[src/lamp_pwm_pkg.sv]
// Notes on behaviour
// - Lamp channels 7..10 stay high for (duty word + 1)/128 of each period.
// - Frequency-select bit per channel: clear gives 170 Hz, set gives 225 Hz.
// - Lamp output follows the generator only while internal PWM enable is set.
// - Sense code 0000 selects output 1, 0011 output 4, 0100..1010 outputs 5..11.
// - Codes 0001, 0010 and 1011..1111 deactivate sensing on the shared pin.
// - Outputs 2 and 3 have no sense route; other high-side stages do.
package lamp_pwm_pkg;

  localparam int unsigned CLK_HZ         = 50_000_000;
  localparam int unsigned PWM_SLOW_HZ    = 170;
  localparam int unsigned PWM_FAST_HZ    = 225;
  localparam int unsigned PWM_STEPS      = 128;
  // Cycles per step, rounded down so the period never runs long
  localparam int unsigned STEP_SLOW_CYC  = CLK_HZ / (PWM_SLOW_HZ * PWM_STEPS);
  localparam int unsigned STEP_FAST_CYC  = CLK_HZ / (PWM_FAST_HZ * PWM_STEPS);
  localparam int unsigned STEP_CNT_W     = 12;

  // Register indices as printed; byte address is four times the index
  localparam logic [7:0]  IDX_PWM_CH7_CH8  = 8'h08;
  localparam logic [7:0]  IDX_PWM_CH9_CH10 = 8'h09;
  localparam logic [7:0]  IDX_LAMP_CTRL    = 8'h0A;
  localparam logic [7:0]  IDX_SENSE_CTRL   = 8'h0B;

  localparam logic [15:0] PWM_REG_RESET    = 16'h0000;
  localparam logic [3:0]  SENSE_RESET      = 4'h0;
  localparam int unsigned FSEL_HI_POS      = 15;
  localparam int unsigned FSEL_LO_POS      = 7;
  localparam int unsigned DUTY_HI_POS      = 8;
  localparam int unsigned DUTY_LO_POS      = 0;
  localparam int unsigned INTERNAL_PWM_ENABLE_EN_POS      = 0;

  localparam logic [3:0]  SENSE_OFF_CODE   = 4'hF;

endpackage : lamp_pwm_pkg

[src/lamp_pwm_and_sense_mux.sv]
// Our own choice: the Wishbone register port.
`timescale 1ns/100ps
module lamp_pwm_and_sense_mux
  import lamp_pwm_pkg::*;
(
  input  wire logic        mclk,
  input  wire logic        rst_n,
  input  wire logic        wb_cyc_i,
  input  wire logic        wb_stb_i,
  input  wire logic        wb_we_i,
  input  wire logic [31:0] wb_adr_i,
  input  wire logic [3:0]  wb_sel_i,
  input  wire logic [31:0] wb_dat_i,
  output logic [31:0]      wb_dat_o,
  output logic             wb_ack_o,
  output logic             wb_err_o,
  input  wire logic [3:0]  lamp_drive_request,
  output logic             lamp_output_7,
  output logic             lamp_output_8,
  output logic             lamp_output_9,
  output logic             lamp_output_10,
  output logic [10:0]      sense_route,
  output logic             current_sense_pin_oe
);

  ////////////////////////////////////////////////////////////////////////////
  // Register bus

  logic [15:0] lamp_pwm_ch7_ch8_reg;
  logic [15:0] lamp_pwm_ch9_ch10_reg;
  logic        internal_pwm_enable_reg;
  logic [3:0]  sense_select_code_reg;
  logic [3:0]  pwm_wave;
  logic        sense_active;
  logic [7:0]  reg_index;
  logic        addr_ok;
  logic        req;
  logic        wr_stb;

  function automatic logic [15:0] merge16(input logic [15:0] old_val,
                                          input logic [31:0] new_val,
                                          input logic [3:0]  sel);
    logic [15:0] res;
    res = old_val;
    if (sel[0]) begin
      res[7:0] = new_val[7:0];
    end
    if (sel[1]) begin
      res[15:8] = new_val[15:8];
    end
    return res;
  endfunction : merge16

  assign reg_index = wb_adr_i[9:2];
  assign req       = wb_cyc_i && wb_stb_i && !wb_ack_o && !wb_err_o;
  assign addr_ok   = (wb_adr_i[31:10] == 22'h0) && (wb_adr_i[1:0] == 2'b00) &&
                     (reg_index >= IDX_PWM_CH7_CH8) && (reg_index <= IDX_SENSE_CTRL);
  // Write lands on the edge where the master samples ack, with the request still held
  assign wr_stb    = wb_cyc_i && wb_stb_i && wb_ack_o && addr_ok && wb_we_i;

  // One wait state: answer one edge after the request is seen
  always_ff @(posedge mclk) begin
    if (!rst_n) begin
      wb_ack_o <= 1'b0;
      wb_err_o <= 1'b0;
    end else begin
      wb_ack_o <= req && addr_ok;
      wb_err_o <= req && !addr_ok;
    end
  end

  always_ff @(posedge mclk) begin
    if (!rst_n) begin
      wb_dat_o <= 32'h0000_0000;
    end else if (req) begin
      if (reg_index == IDX_PWM_CH7_CH8) begin
        wb_dat_o <= {16'h0000, lamp_pwm_ch7_ch8_reg};
      end else if (reg_index == IDX_PWM_CH9_CH10) begin
        wb_dat_o <= {16'h0000, lamp_pwm_ch9_ch10_reg};
      end else if (reg_index == IDX_LAMP_CTRL) begin
        wb_dat_o <= {24'h00_0000, pwm_wave, 3'b000, internal_pwm_enable_reg};
      end else if (reg_index == IDX_SENSE_CTRL) begin
        wb_dat_o <= {24'h00_0000, 3'b000, sense_active, sense_select_code_reg};
      end else begin
        wb_dat_o <= 32'h0000_0000;
      end
    end
  end

  always_ff @(posedge mclk) begin
    if (!rst_n) begin
      lamp_pwm_ch7_ch8_reg <= PWM_REG_RESET;
    end else if (wr_stb && reg_index == IDX_PWM_CH7_CH8) begin
      lamp_pwm_ch7_ch8_reg <= merge16(lamp_pwm_ch7_ch8_reg, wb_dat_i, wb_sel_i);
    end
  end

  always_ff @(posedge mclk) begin
    if (!rst_n) begin
      lamp_pwm_ch9_ch10_reg <= PWM_REG_RESET;
    end else if (wr_stb && reg_index == IDX_PWM_CH9_CH10) begin
      lamp_pwm_ch9_ch10_reg <= merge16(lamp_pwm_ch9_ch10_reg, wb_dat_i, wb_sel_i);
    end
  end

  always_ff @(posedge mclk) begin
    if (!rst_n) begin
      internal_pwm_enable_reg <= 1'b0;
    end else if (wr_stb && reg_index == IDX_LAMP_CTRL && wb_sel_i[0]) begin
      internal_pwm_enable_reg <= wb_dat_i[INTERNAL_PWM_ENABLE_EN_POS];
    end
  end

  always_ff @(posedge mclk) begin
    if (!rst_n) begin
      sense_select_code_reg <= SENSE_RESET;
    end else if (wr_stb && reg_index == IDX_SENSE_CTRL && wb_sel_i[0]) begin
      sense_select_code_reg <= wb_dat_i[3:0];
    end
  end

  ////////////////////////////////////////////////////////////////////////////
  // Four generator channels

  logic [6:0] duty_word [4];
  logic [3:0] freq_sel;

  assign duty_word[0] = lamp_pwm_ch7_ch8_reg[DUTY_HI_POS +: 7];
  assign duty_word[1] = lamp_pwm_ch7_ch8_reg[DUTY_LO_POS +: 7];
  assign duty_word[2] = lamp_pwm_ch9_ch10_reg[DUTY_HI_POS +: 7];
  assign duty_word[3] = lamp_pwm_ch9_ch10_reg[DUTY_LO_POS +: 7];
  assign freq_sel     = {lamp_pwm_ch9_ch10_reg[FSEL_LO_POS],
                         lamp_pwm_ch9_ch10_reg[FSEL_HI_POS],
                         lamp_pwm_ch7_ch8_reg[FSEL_LO_POS],
                         lamp_pwm_ch7_ch8_reg[FSEL_HI_POS]};

  for (genvar ch = 0; ch < 4; ch++) begin : g_ch
    pwm_channel u_ch (
      .mclk        (mclk),
      .rst_n       (rst_n),
      .duty_word   (duty_word[ch]),
      .freq_select (freq_sel[ch]),
      .pwm_out     (pwm_wave[ch])
    );
  end

  ////////////////////////////////////////////////////////////////////////////
  // Output selection

  logic [3:0] lamp_q;

  // Disabled generator hands the stage back to the plain on/off request
  always_ff @(posedge mclk) begin
    if (!rst_n) begin
      lamp_q <= 4'h0;
    end else if (internal_pwm_enable_reg) begin
      lamp_q <= pwm_wave;
    end else begin
      lamp_q <= lamp_drive_request;
    end
  end

  assign lamp_output_7  = lamp_q[0];
  assign lamp_output_8  = lamp_q[1];
  assign lamp_output_9  = lamp_q[2];
  assign lamp_output_10 = lamp_q[3];

  ////////////////////////////////////////////////////////////////////////////
  // Sense multiplexer

  sense_mux_decode u_sense (
    .mclk              (mclk),
    .rst_n             (rst_n),
    .sense_select_code (sense_select_code_reg),
    .sense_route       (sense_route),
    .sense_active      (sense_active)
  );

  assign current_sense_pin_oe = sense_active;

endmodule : lamp_pwm_and_sense_mux

[src/pwm_channel.sv]
`timescale 1ns/100ps
module pwm_channel
  import lamp_pwm_pkg::*;
(
  input  wire logic       mclk,
  input  wire logic       rst_n,
  input  wire logic [6:0] duty_word,
  input  wire logic       freq_select,
  output logic            pwm_out
);

  logic [STEP_CNT_W-1:0] div_reg;
  logic [6:0]            step_reg;
  logic [STEP_CNT_W-1:0] div_last;
  logic                  step_en;

  // Period length chosen per channel
  assign div_last = freq_select ? STEP_CNT_W'(STEP_FAST_CYC - 1)
                                : STEP_CNT_W'(STEP_SLOW_CYC - 1);
  assign step_en  = (div_reg >= div_last);

  always_ff @(posedge mclk) begin
    if (!rst_n) begin
      div_reg <= '0;
    end else if (step_en) begin
      div_reg <= '0;
    end else begin
      div_reg <= div_reg + STEP_CNT_W'(1);
    end
  end

  // Free-running 128-step counter
  always_ff @(posedge mclk) begin
    if (!rst_n) begin
      step_reg <= '0;
    end else if (step_en) begin
      step_reg <= step_reg + 7'd1;
    end
  end

  // Duty 7Fh gives a constant high, 00h gives one step of 128
  always_ff @(posedge mclk) begin
    if (!rst_n) begin
      pwm_out <= 1'b0;
    end else begin
      pwm_out <= (step_reg <= duty_word);
    end
  end

endmodule : pwm_channel

[src/sense_mux_decode.sv]
`timescale 1ns/100ps
module sense_mux_decode
  import lamp_pwm_pkg::*;
(
  input  wire logic        mclk,
  input  wire logic        rst_n,
  input  wire logic [3:0]  sense_select_code,
  output logic [10:0]      sense_route,
  output logic             sense_active
);

  logic [10:0] route_next;

  // Bit n-1 routes output n; outputs 2 and 3 have no path
  always_comb begin
    route_next = 11'h000;
    if (sense_select_code == 4'h0) begin
      route_next[0] = 1'b1;
    end else if (sense_select_code >= 4'h3 && sense_select_code <= 4'hA) begin
      route_next[sense_select_code] = 1'b1;
    end
  end

  always_ff @(posedge mclk) begin
    if (!rst_n) begin
      sense_route  <= 11'h001;
      sense_active <= 1'b1;
    end else begin
      sense_route  <= route_next;
      sense_active <= |route_next;
    end
  end

endmodule : sense_mux_decode

[config.mk]
export PLATFORM = sky130hd
export DESIGN_NAME = lamp_pwm_and_sense_mux
export DESIGN_NICKNAME = d
export VERILOG_FILES = /design/src/lamp_pwm_pkg.sv /design/src/lamp_pwm_and_sense_mux.sv /design/src/pwm_channel.sv /design/src/sense_mux_decode.sv
export SDC_FILE = /design/constraint.sdc
export NUM_CORES = 1
export LEC_CHECK = 0
export ABC_AREA = 1
export BUFFER_PORTS_ARGS = -buffer_cell sky130_fd_sc_hd__clkbuf_2
export CAP_MARGIN = 15
export CORE_UTILIZATION = 53
export DETAILED_ROUTE_END_ITERATION = 16
export HOLD_SLACK_MARGIN = 0.03
export MAX_ROUTING_LAYER = met4
export PLACE_DENSITY = 0.77
export SLEW_MARGIN = 20
export SYNTH_ARGS = -nofsm -noshare
export SYNTH_HDL_FRONTEND = slang
export SYNTH_HIERARCHICAL = 1
export SYNTH_SLANG_ARGS = --single-unit
[constraint.sdc]
create_clock -name mclk -period 1.7 [get_ports mclk]
set_input_delay 0.255 -clock mclk [delete_from_list [all_inputs] [get_ports mclk]]
set_output_delay 0.255 -clock mclk [all_outputs]
set_load 0.01 [all_outputs]
# ---- After elaboration in Yosys (flattened, before gate mapping)
# Cells that the tools add are included.
dict set report totals {
  ff_bits 167
  wordCells 99
  input_bits 77
  output_inout_bits 50
}
dict set report op_classes {
  n_reduce_logical 34
  n_eq_ne 4
  muxes 14
  n_lt_le_gt_ge 14
  n_bitwise 1
  n_addsub 8
}
# operator n
set op_table {}
lappend op_table {{adder 12 x 1 -> 12 bit (second input constant)} 4}
lappend op_table {{>= comparator 12 bit} 4}
lappend op_table {{two-way mux 12 bit} 4}
lappend op_table {{== test 8 x 4 -> 1 bit (second input constant)} 4}
lappend op_table {{two-way mux 16 bit} 2}
lappend op_table {{adder 7 x 1 -> 7 bit (second input constant)} 4}
lappend op_table {{<= comparator 7 bit} 4}
lappend op_table {{zero test 22 bit} 1}
lappend op_table {{logical AND 1 bit} 19}
lappend op_table {{two-way mux 11 bit} 1}
lappend op_table {{OR reduction 11 bit} 1}
lappend op_table {{two-way mux 10 bit} 1}
lappend op_table {{>= comparator 8 x 4 -> 1 bit (second input constant)} 1}
lappend op_table {{<= comparator 8 x 4 -> 1 bit (second input constant)} 1}
lappend op_table {{two-way mux 8 bit} 1}
lappend op_table {{AND reduction 2 bit} 4}
lappend op_table {{OR reduction 2 bit} 4}
lappend op_table {{less-than comparator 4 x 5 -> 1 bit (second input constant)} 1}
lappend op_table {{two-way mux 5 bit} 1}
lappend op_table {{demux 1 bit (select 4 bit)} 1}
lappend op_table {{>= comparator 4 x 1 -> 1 bit (second input constant)} 1}
lappend op_table {{>= comparator 4 x 2 -> 1 bit (second input constant)} 1}
lappend op_table {{<= comparator 4 bit (second input constant)} 1}
lappend op_table {{zero test 4 bit} 1}
lappend op_table {{other kinds (5)} 8}

# ---- Logic depth before layout (Yosys ltp)
# Gate-level depths: netlist of run 1.
dict set report logic_depth {
  depth_word 8
  mapped_depth 12
  mapped_depth_nobuf 11
}

# ---- By module
# The synthesis of run 1 kept the hierarchy.
# module cells_each seq_area_each_um2 n_inst area_per_inst_um2
set by_module_without_submodules {}
lappend by_module_without_submodules {{pwm_channel (g_ch[0].u_ch ...)} 204 400.4 3 1451.4}
lappend by_module_without_submodules {lamp_pwm_and_sense_mux 438 1181.1 1 2932.8}
lappend by_module_without_submodules {{pwm_channel (g_ch[2].u_ch)} 203 400.4 1 1452.6}
lappend by_module_without_submodules {sense_mux_decode 43 240.2 1 364.1}

# ---- Worst setup path after synthesis of run 1
# No wires, ideal clock.
dict set report synth_path {
  kind {register -> register}
  from {register lamp_pwm_ch9_ch10_reg[7]}
  to {register g_ch[3].u_ch.step_reg[0]}
  synth_period_minus_slack_ns 1.675
  t_required_ns 1.585
  setup_ns 0.115
  path_buffers 1
  path_stages_with_launch 11
  arrival_time_ns 1.560
  slack_ns 0.025
  path_cell_list {dfxtp_1 inv_1 ha_1 inv_1 nor2_2 nand2_1 nor2_2 nor2_4 buf_6 a21oi_1 nor2_1}
}
dict set report synth_via {
  elab_chain_cells 2
}
# item line_no
set synth_lines {}
lappend synth_lines {{start, declared} lamp_pwm_and_sense_mux.sv:30} ;# logic [15:0] lamp_pwm_ch9_ch10_reg;
lappend synth_lines {{start signal, assigned} lamp_pwm_and_sense_mux.sv:102} ;# lamp_pwm_ch9_ch10_reg <= merge16(lamp_pwm_ch9_ch10_reg, wb_dat_i, wb_sel_i);
lappend synth_lines {{two-way mux 12 bit} pwm_channel.sv:18} ;# assign div_last = freq_select ? STEP_CNT_W'(STEP_FAST_CYC - 1)
lappend synth_lines {{>= comparator 12 bit} pwm_channel.sv:20} ;# assign step_en = (div_reg >= div_last);
lappend synth_lines {{end signal, assigned} pwm_channel.sv:37} ;# step_reg <= step_reg + 7'd1;
lappend synth_lines {{end, declared} pwm_channel.sv:13} ;# logic [6:0] step_reg;
# Every way passes these cells.
# A chain may end at the register's enable or synchronous reset.

# ---- Final worst setup path of run 1
dict set report layout_path {
  from {register lamp_pwm_ch9_ch10_reg[15]}
  to {register g_ch[2].u_ch.step_reg[3]}
}
dict set report layout_via {
  elab_chain_cells 2
}
# item line_no
set layout_lines {}
lappend layout_lines {{two-way mux 12 bit} pwm_channel.sv:18}
lappend layout_lines {{>= comparator 12 bit} pwm_channel.sv:20}
lappend layout_lines {{end signal, assigned} pwm_channel.sv:37}
lappend layout_lines {{end, declared} pwm_channel.sv:13}
# Every way passes these cells.

==> impl_metrics.tcl, run 1 <==
set metrics [dict create \
    status "completed" \
    crit_path_max_fanout 7 \
    timing.rr.start "lamp_pwm_ch9_ch10_reg[15]" \
    hold_viol_final 0 \
    min_path_cells 3 \
    cts_tree "yes" \
    fin_setup_tns_ns 0 \
    crit_start "lamp_pwm_ch9_ch10_reg[15]" \
    critical_path.cell_chain "buf_8, ha_4, nand2_4, inv_4, nand3_4, nor2_4, nand2_4, clkbuf_16, a21oi_2, nor2_1" \
    drt.antenna.violating_nets 0 \
    power_mw 8.208 \
    clk_latency_ns 0.43 \
    seq_power_share_pct 44.3 \
    criticalPathCategory "flip-flop to flip-flop" \
    ff2ff_setup_slack_ns 0.001 \
    synthFlopType "dfxtp_1" \
    max_stage_delay_ns 0.36 \
    synthArstFlopShare_pct 0 \
    post_synth.cell_area_avg_um2 7.024 \
    synth-xor-area-share_pct 2.694 \
    rows 47 \
    dp_hpwl_um 14310 \
    largest_reg_flops 48 \
    worstPathRequired_ns 2.02 \
    busiest_layer "met2" \
    portBuffers 92 \
    fmax_mhz 588.8 \
    combPwrFrac_pct 5.6 \
    power.leakage_nw 5.504 \
    grt_pass1_vias 7342 \
    timing.final.crit_share_pct 99.91 \
    yosys_warnings 6 \
    end_kind "flip-flop" \
    setup_viol 0 \
    power_density_nw_per_um2 724.5 \
    hold_path.class "input pin to flip-flop" \
    grt_max_degree 45 \
    synth-seq-cells 151 \
    final_cell_mix "299 x nand2_1, 212 x nor2_1, 175 x inv_1, 147 x dfxtp_1, 91 x clkbuf_2" \
    antenna_found_initial 2 \
    initial_core_util_pct 54.51 \
    synth_mux_area_share_pct 0 \
    ys_seq_area_share_pct 33.21 \
    finalWirelength_um 21750 \
    die_x_um 133.1 \
    core_area_um2 16700 \
    synth_top_family_by_area "simple AND/OR/NAND/NOR gates" \
    switchingPower_mw 1.778 \
    first_iter_violations 421 \
    met2_usage_pct 38.60 \
    final_common_cell "nand2_1" \
    cts_hold_buf 0 \
    numCtsBuffers 17 \
    start_kind "flip-flop" \
    crit_top_cell "nand2_4" \
    area_growth_pct 24.44 \
    swShare_pct 21.66 \
    syn_area_um2 9104 \
    synth.distinct_cells 36 \
    dpl-instance-area_um2 9868 \
    maxSlewViolCount 0 \
    drcViolationCount 0 \
    vdd_drop_max_mv 0.7263 \
    synthSimpleGateAreaFrac_pct 34.18 \
    gp_congestion 0.8735 \
    hp-start "lamp_drive_request[1]" \
    synthAdderAreaFrac_pct 9.896 \
    grtUsageMet3_pct 4.789 \
    critPathSlowestCell "dfxtp_4" \
    grt_pass1_wl_um 32660 \
    p_clk_share_pct 50.2 \
    overflow 0 \
    grt_setup_unrepaired "yes" \
    fin_crit_ns 1.699 \
    fin_area_um2 11330 \
    cts.clk_slew.worst_paths_ns 0.06 \
    r2r_cells 10 \
    clock-sinks 151 \
    ioPinCount 127 \
    clockBufferDepth 2 \
    fill_cells 1357 \
    vias 8374 \
    syn_inst 1296 \
    cts_root_buf "clkbuf_16" \
    via_per_inst 5.066 \
    drv_cap 0 \
    drive_above_1_share_pct 23.62 \
    instances_no_fill 1653 \
    drt-pass1-iter-count 5 \
    fp.dieArea_um2 17710 \
    wl_per_cell_um 13.16 \
    fin_skew_ns 0.006895 \
    p_int_mw 6.430 \
    fin_util_pct 67.83 \
    grt_usage_pct 23.39 \
    nets 1567 \
    die-height_um 133.1 \
    synth-compound-area-share_pct 7.642 \
    synth_edf_count 0 \
    use_met1_pct 27.90 \
    ctsHtreeMaxLevel 4 \
    placedCellCount 1608 \
    cp.arrival_ns 2.02 \
]
## worst max-delay path, delay by kind of cell (launching register included)
kind | cells | cell delay (ns)
adders and majority gates | 1 | 0.29
DFF | 1 | 0.36
AOI/OAI and AO/OA | 1 | 0.13
buffers and inverters | 3 | 0.39
and+or+nand+nor | 5 | 0.41
## area by class of cell
type	instances	area, um2	area share [%]
repair buffers	131	1079	9.521
diodes	2	5.005	0.04418
multi-input cells	925	5554	49.03
well taps	220	275.3	2.430
clock buffers	25	505.5	4.462
flip-flops and latches	151	3035	26.79
clock inverters	7	138.9	1.226
inverters	192	735.7	6.494
## cell usage after synthesis (4+ instances only)
cell,number,area (um2)
a21oi_1,59,295.3
nand3b_1,5,37.54
inv_1,184,690.7
ha_1,72,900.9
nor2_1,214,803.3
xnor2_1,8,70.07
nor3_1,7,35.03
clkbuf_8,4,55.05
inv_2,8,30.03
a21oi_2,16,140.1
buf_6,16,180.2
a31oi_1,6,37.54
dfxtp_1,151,3023
nand3_1,60,300.3
nor3_2,9,90.09
buf_4,17,127.6
nand3_2,20,200.2
xor2_1,20,175.2
nor2_4,4,45.04
nand2_2,7,43.79
nor2_2,20,125.1
nand2_1,313,1175
a21boi_0,4,30.03
o21ai_0,35,175.2
nand4_4,4,85.08
nand4_1,13,81.33
clkbuf_1,7,26.28
## worst paths after layout
path,to
worst min-delay path,lamp_q[1]
worst min register to register,g_ch[1].u_ch/div_reg[0]
worst max-delay path,g_ch[2].u_ch/step_reg[3]
worst max register to register,g_ch[2].u_ch/step_reg[3]
## metal layers
layer	up-vias	share of wire [%]
li1	4287	-
met1	3887	45
met2	159	50
met3	41	3.7
met4	0	1.8
met5	-	0
## power groups by stage
stage,sequential [mW],clock (mW),combinational (mW)
2_1_floorplan,3.72,0,0.264
3_3_place_gp,3.72,0,0.419
3_5_place_dp,3.72,0,0.425
5_1_grt,3.64,4.34,0.510
6_report,3.63,4.12,0.456
4_1_cts,3.64,4.19,0.431
## through the flow
| stage | hold slack (ns) | setup WS (ns) |
|---|---|---|
| after global placement | 0.4444 | -0.05013 |
| final | 0.06348 | 0.001495 |
| after CTS | 0.04949 | 0.00008460 |
| after detailed placement | 0.4515 | -0.1079 |
| after global routing | 0.07304 | -0.06880 |
| after floorplan | 0.3239 | 0.02513 |
## logic make-up (layout without fill, tap and decap cells)
| logic type | count (synthesis) | count (layout) |
|---|---|---|
| AO/OA/AOI/OAI | 122 | 122 |
| AND/OR/NAND/NOR | 683 | 685 |
| XOR/XNOR | 28 | 28 |
| other | 2 | 20 |
| adder cells (fa/ha/maj) | 72 | 72 |
| buffers and inverters | 238 | 355 |
| flip-flops | 151 | 151 |
## timing repair
item	in CTS	in global routing
setup endpoints to repair	31	74
resized for setup	4	110
endpoints found under the hold margin	0	0
pin swaps	4	49
cloned	0	11
setup buffers	0	0
Note: power is estimated with default switching activity, not from simulation.
==> run 2, diff against run 1 <==
- CORE_UTILIZATION: 53 -> 45
- PLACE_DENSITY: 0.77 -> 0.68
==> run 2 against run 1 <==
The run now ends with setup timing left. Global-route usage decreased by 2.0 points. Sequential share of layout area decreased by 0.36 points. Cell count increased by 3.0%. Sequential power about the same. Routed wire length about the same. Clock-buffer cell count decreased by 8. Clock power decreased by 4%. Total power decreased by 1.5%. Critical endpoint is now g_ch[0].u_ch/step_reg[6]. Largest cell class unchanged. Largest power group unchanged.
==> impl_metrics.tcl, run 2 (synthesis results as in run 1) <==
set metrics [dict create \
    fin_crit_ns 1.701 \
    clk_latency_ns 0.43 \
    grt_pass1_wl_um 34030 \
    start_kind "flip-flop" \
    cts.clk_slew.worst_paths_ns 0.07 \
    cp.arrival_ns 2.03 \
    timing.final.crit_share_pct 100.1 \
    whs_ns 0.05774 \
    max_stage_delay_ns 0.36 \
    area_growth_pct 26.13 \
    vias 8172 \
    maxSlewViolCount 0 \
    hold_viol_final 0 \
    grtUsageMet3_pct 4.570 \
    power_mw 8.082 \
    crit_path_max_fanout 7 \
    worstPathRequired_ns 2.03 \
    via_per_inst 4.799 \
    violations "setup timing" \
    die-height_um 144.2 \
    dpl-instance-area_um2 9952 \
    end_kind "flip-flop" \
    cts_root_buf "clkbuf_16" \
    critPathSlowestCell "dfxtp_4" \
    grt_setup_unrepaired "yes" \
    fmax_mhz 587.8 \
    gp_congestion 0.8268 \
    portBuffers 92 \
    drv_cap 0 \
    cts_hold_buf 0 \
    drt.antenna.violating_nets 0 \
    largest_reg_flops 48 \
    fin_util_pct 58.42 \
    numCtsBuffers 17 \
    grt_max_degree 46 \
    ioPinCount 127 \
    criticalPathCategory "flip-flop to flip-flop" \
    fill_cells 1863 \
    grt_pass1_vias 7481 \
    instances_no_fill 1703 \
    fin_area_um2 11480 \
    cp.buffers_inverters 3 \
    power.leakage_nw 5.522 \
    busiest_layer "met2" \
    critical_path.cell_chain "buf_6, ha_4, buf_4, nand2_1, nor2_4, nand2_4, clkbuf_16, a21oi_2, nor2_1" \
    status "finished with violations" \
    grt_usage_pct 21.34 \
    drt-pass1-iter-count 5 \
    overflow 0 \
    clock-sinks 151 \
    core_area_um2 19650 \
    clockBufferDepth 2 \
    setup_ws_ns -0.001135 \
    power_density_nw_per_um2 703.9 \
    first_iter_violations 431 \
    nets 1572 \
    crit_family "simple AND/OR/NAND/NOR gates" \
    hold_path.class "input pin to flip-flop" \
    antenna_found_initial 1 \
    fin_skew_ns 0.008776 \
    finalWirelength_um 21740 \
    met2_usage_pct 36.21 \
    fp.dieArea_um2 20800 \
    ctsHtreeMaxLevel 4 \
    vdd_drop_max_mv 0.6361 \
    dp_worst_setup_slack_ns -0.3115 \
    wl_per_cell_um 12.76 \
    placedCellCount 1655 \
    setup_viol 1 \
    dp_hpwl_um 14880 \
    final_common_cell "nand2_1" \
    fin_setup_tns_ns -0.001135 \
    die_x_um 144.2 \
    rows 51 \
    final_cell_mix "296 x nand2_1, 205 x nor2_1, 176 x inv_1, 147 x dfxtp_1, 91 x clkbuf_2" \
    use_met1_pct 25.24 \
    cts_tree "yes" \
    drive_above_1_share_pct 25.21 \
    initial_core_util_pct 46.32 \
    drcViolationCount 0 \
]
[run 2: final cells by class]
cell class / count / area, um2 / share of cell area, %
Sequential cell: 151 / 3035 / 26.44
Tap cell: 265 / 331.6 / 2.888
Timing Repair Buffer: 137 / 1144 / 9.960
Clock inverter: 15 / 181.4 / 1.580
Inverter: 192 / 728.2 / 6.342
Clock buffer: 17 / 425.4 / 3.705
Multi-Input combinational cell: 924 / 5632 / 49.05
Antenna cell: 2 / 5.005 / 0.04359
[run 2: path summary, 6_finish.rpt]
path / from / endpoint / slack, ns / cells past startpoint
min reg2reg: g_ch[3].u_ch/div_reg[0] / g_ch[3].u_ch/div_reg[0] / 0.46 / 1
max reg2reg: lamp_pwm_ch7_ch8_reg[15] / g_ch[0].u_ch/step_reg[6] / -0.001 / 9
min: lamp_drive_request[3] / lamp_q[3] / 0.06 / 3
max: lamp_pwm_ch7_ch8_reg[15] / g_ch[0].u_ch/step_reg[6] / -0.001 / 9
[run 2: worst min-delay path: stages]
cell	delay (ns)
clkbuf_2	0.07
o21ai_0	0.06
nor2_1	0.08
[run 2: repair_timing]
action                                  4_1_cts  5_1_grt
setup buffers                                 2        2
endpoints found under the setup margin       30       76
gates resized for setup                       2      129
pin swaps                                     3       43
gates cloned                                  0       10
endpoints found under the hold margin         0        0
[run 2: where the power goes]
| group | switching, mW | internal (mW) |
|---|---|---|
| registers | 0.0461 | 3.59 |
| clock network | 1.74 | 2.23 |
| logic | 0.279 | 0.200 |
[run 2: per-layer routing]
metal,wire length (um),vias to the layer above
li1,-,4282
met1,9778,3752
met2,10870,110
met3,759,28
met4,330,0
met5,0,-
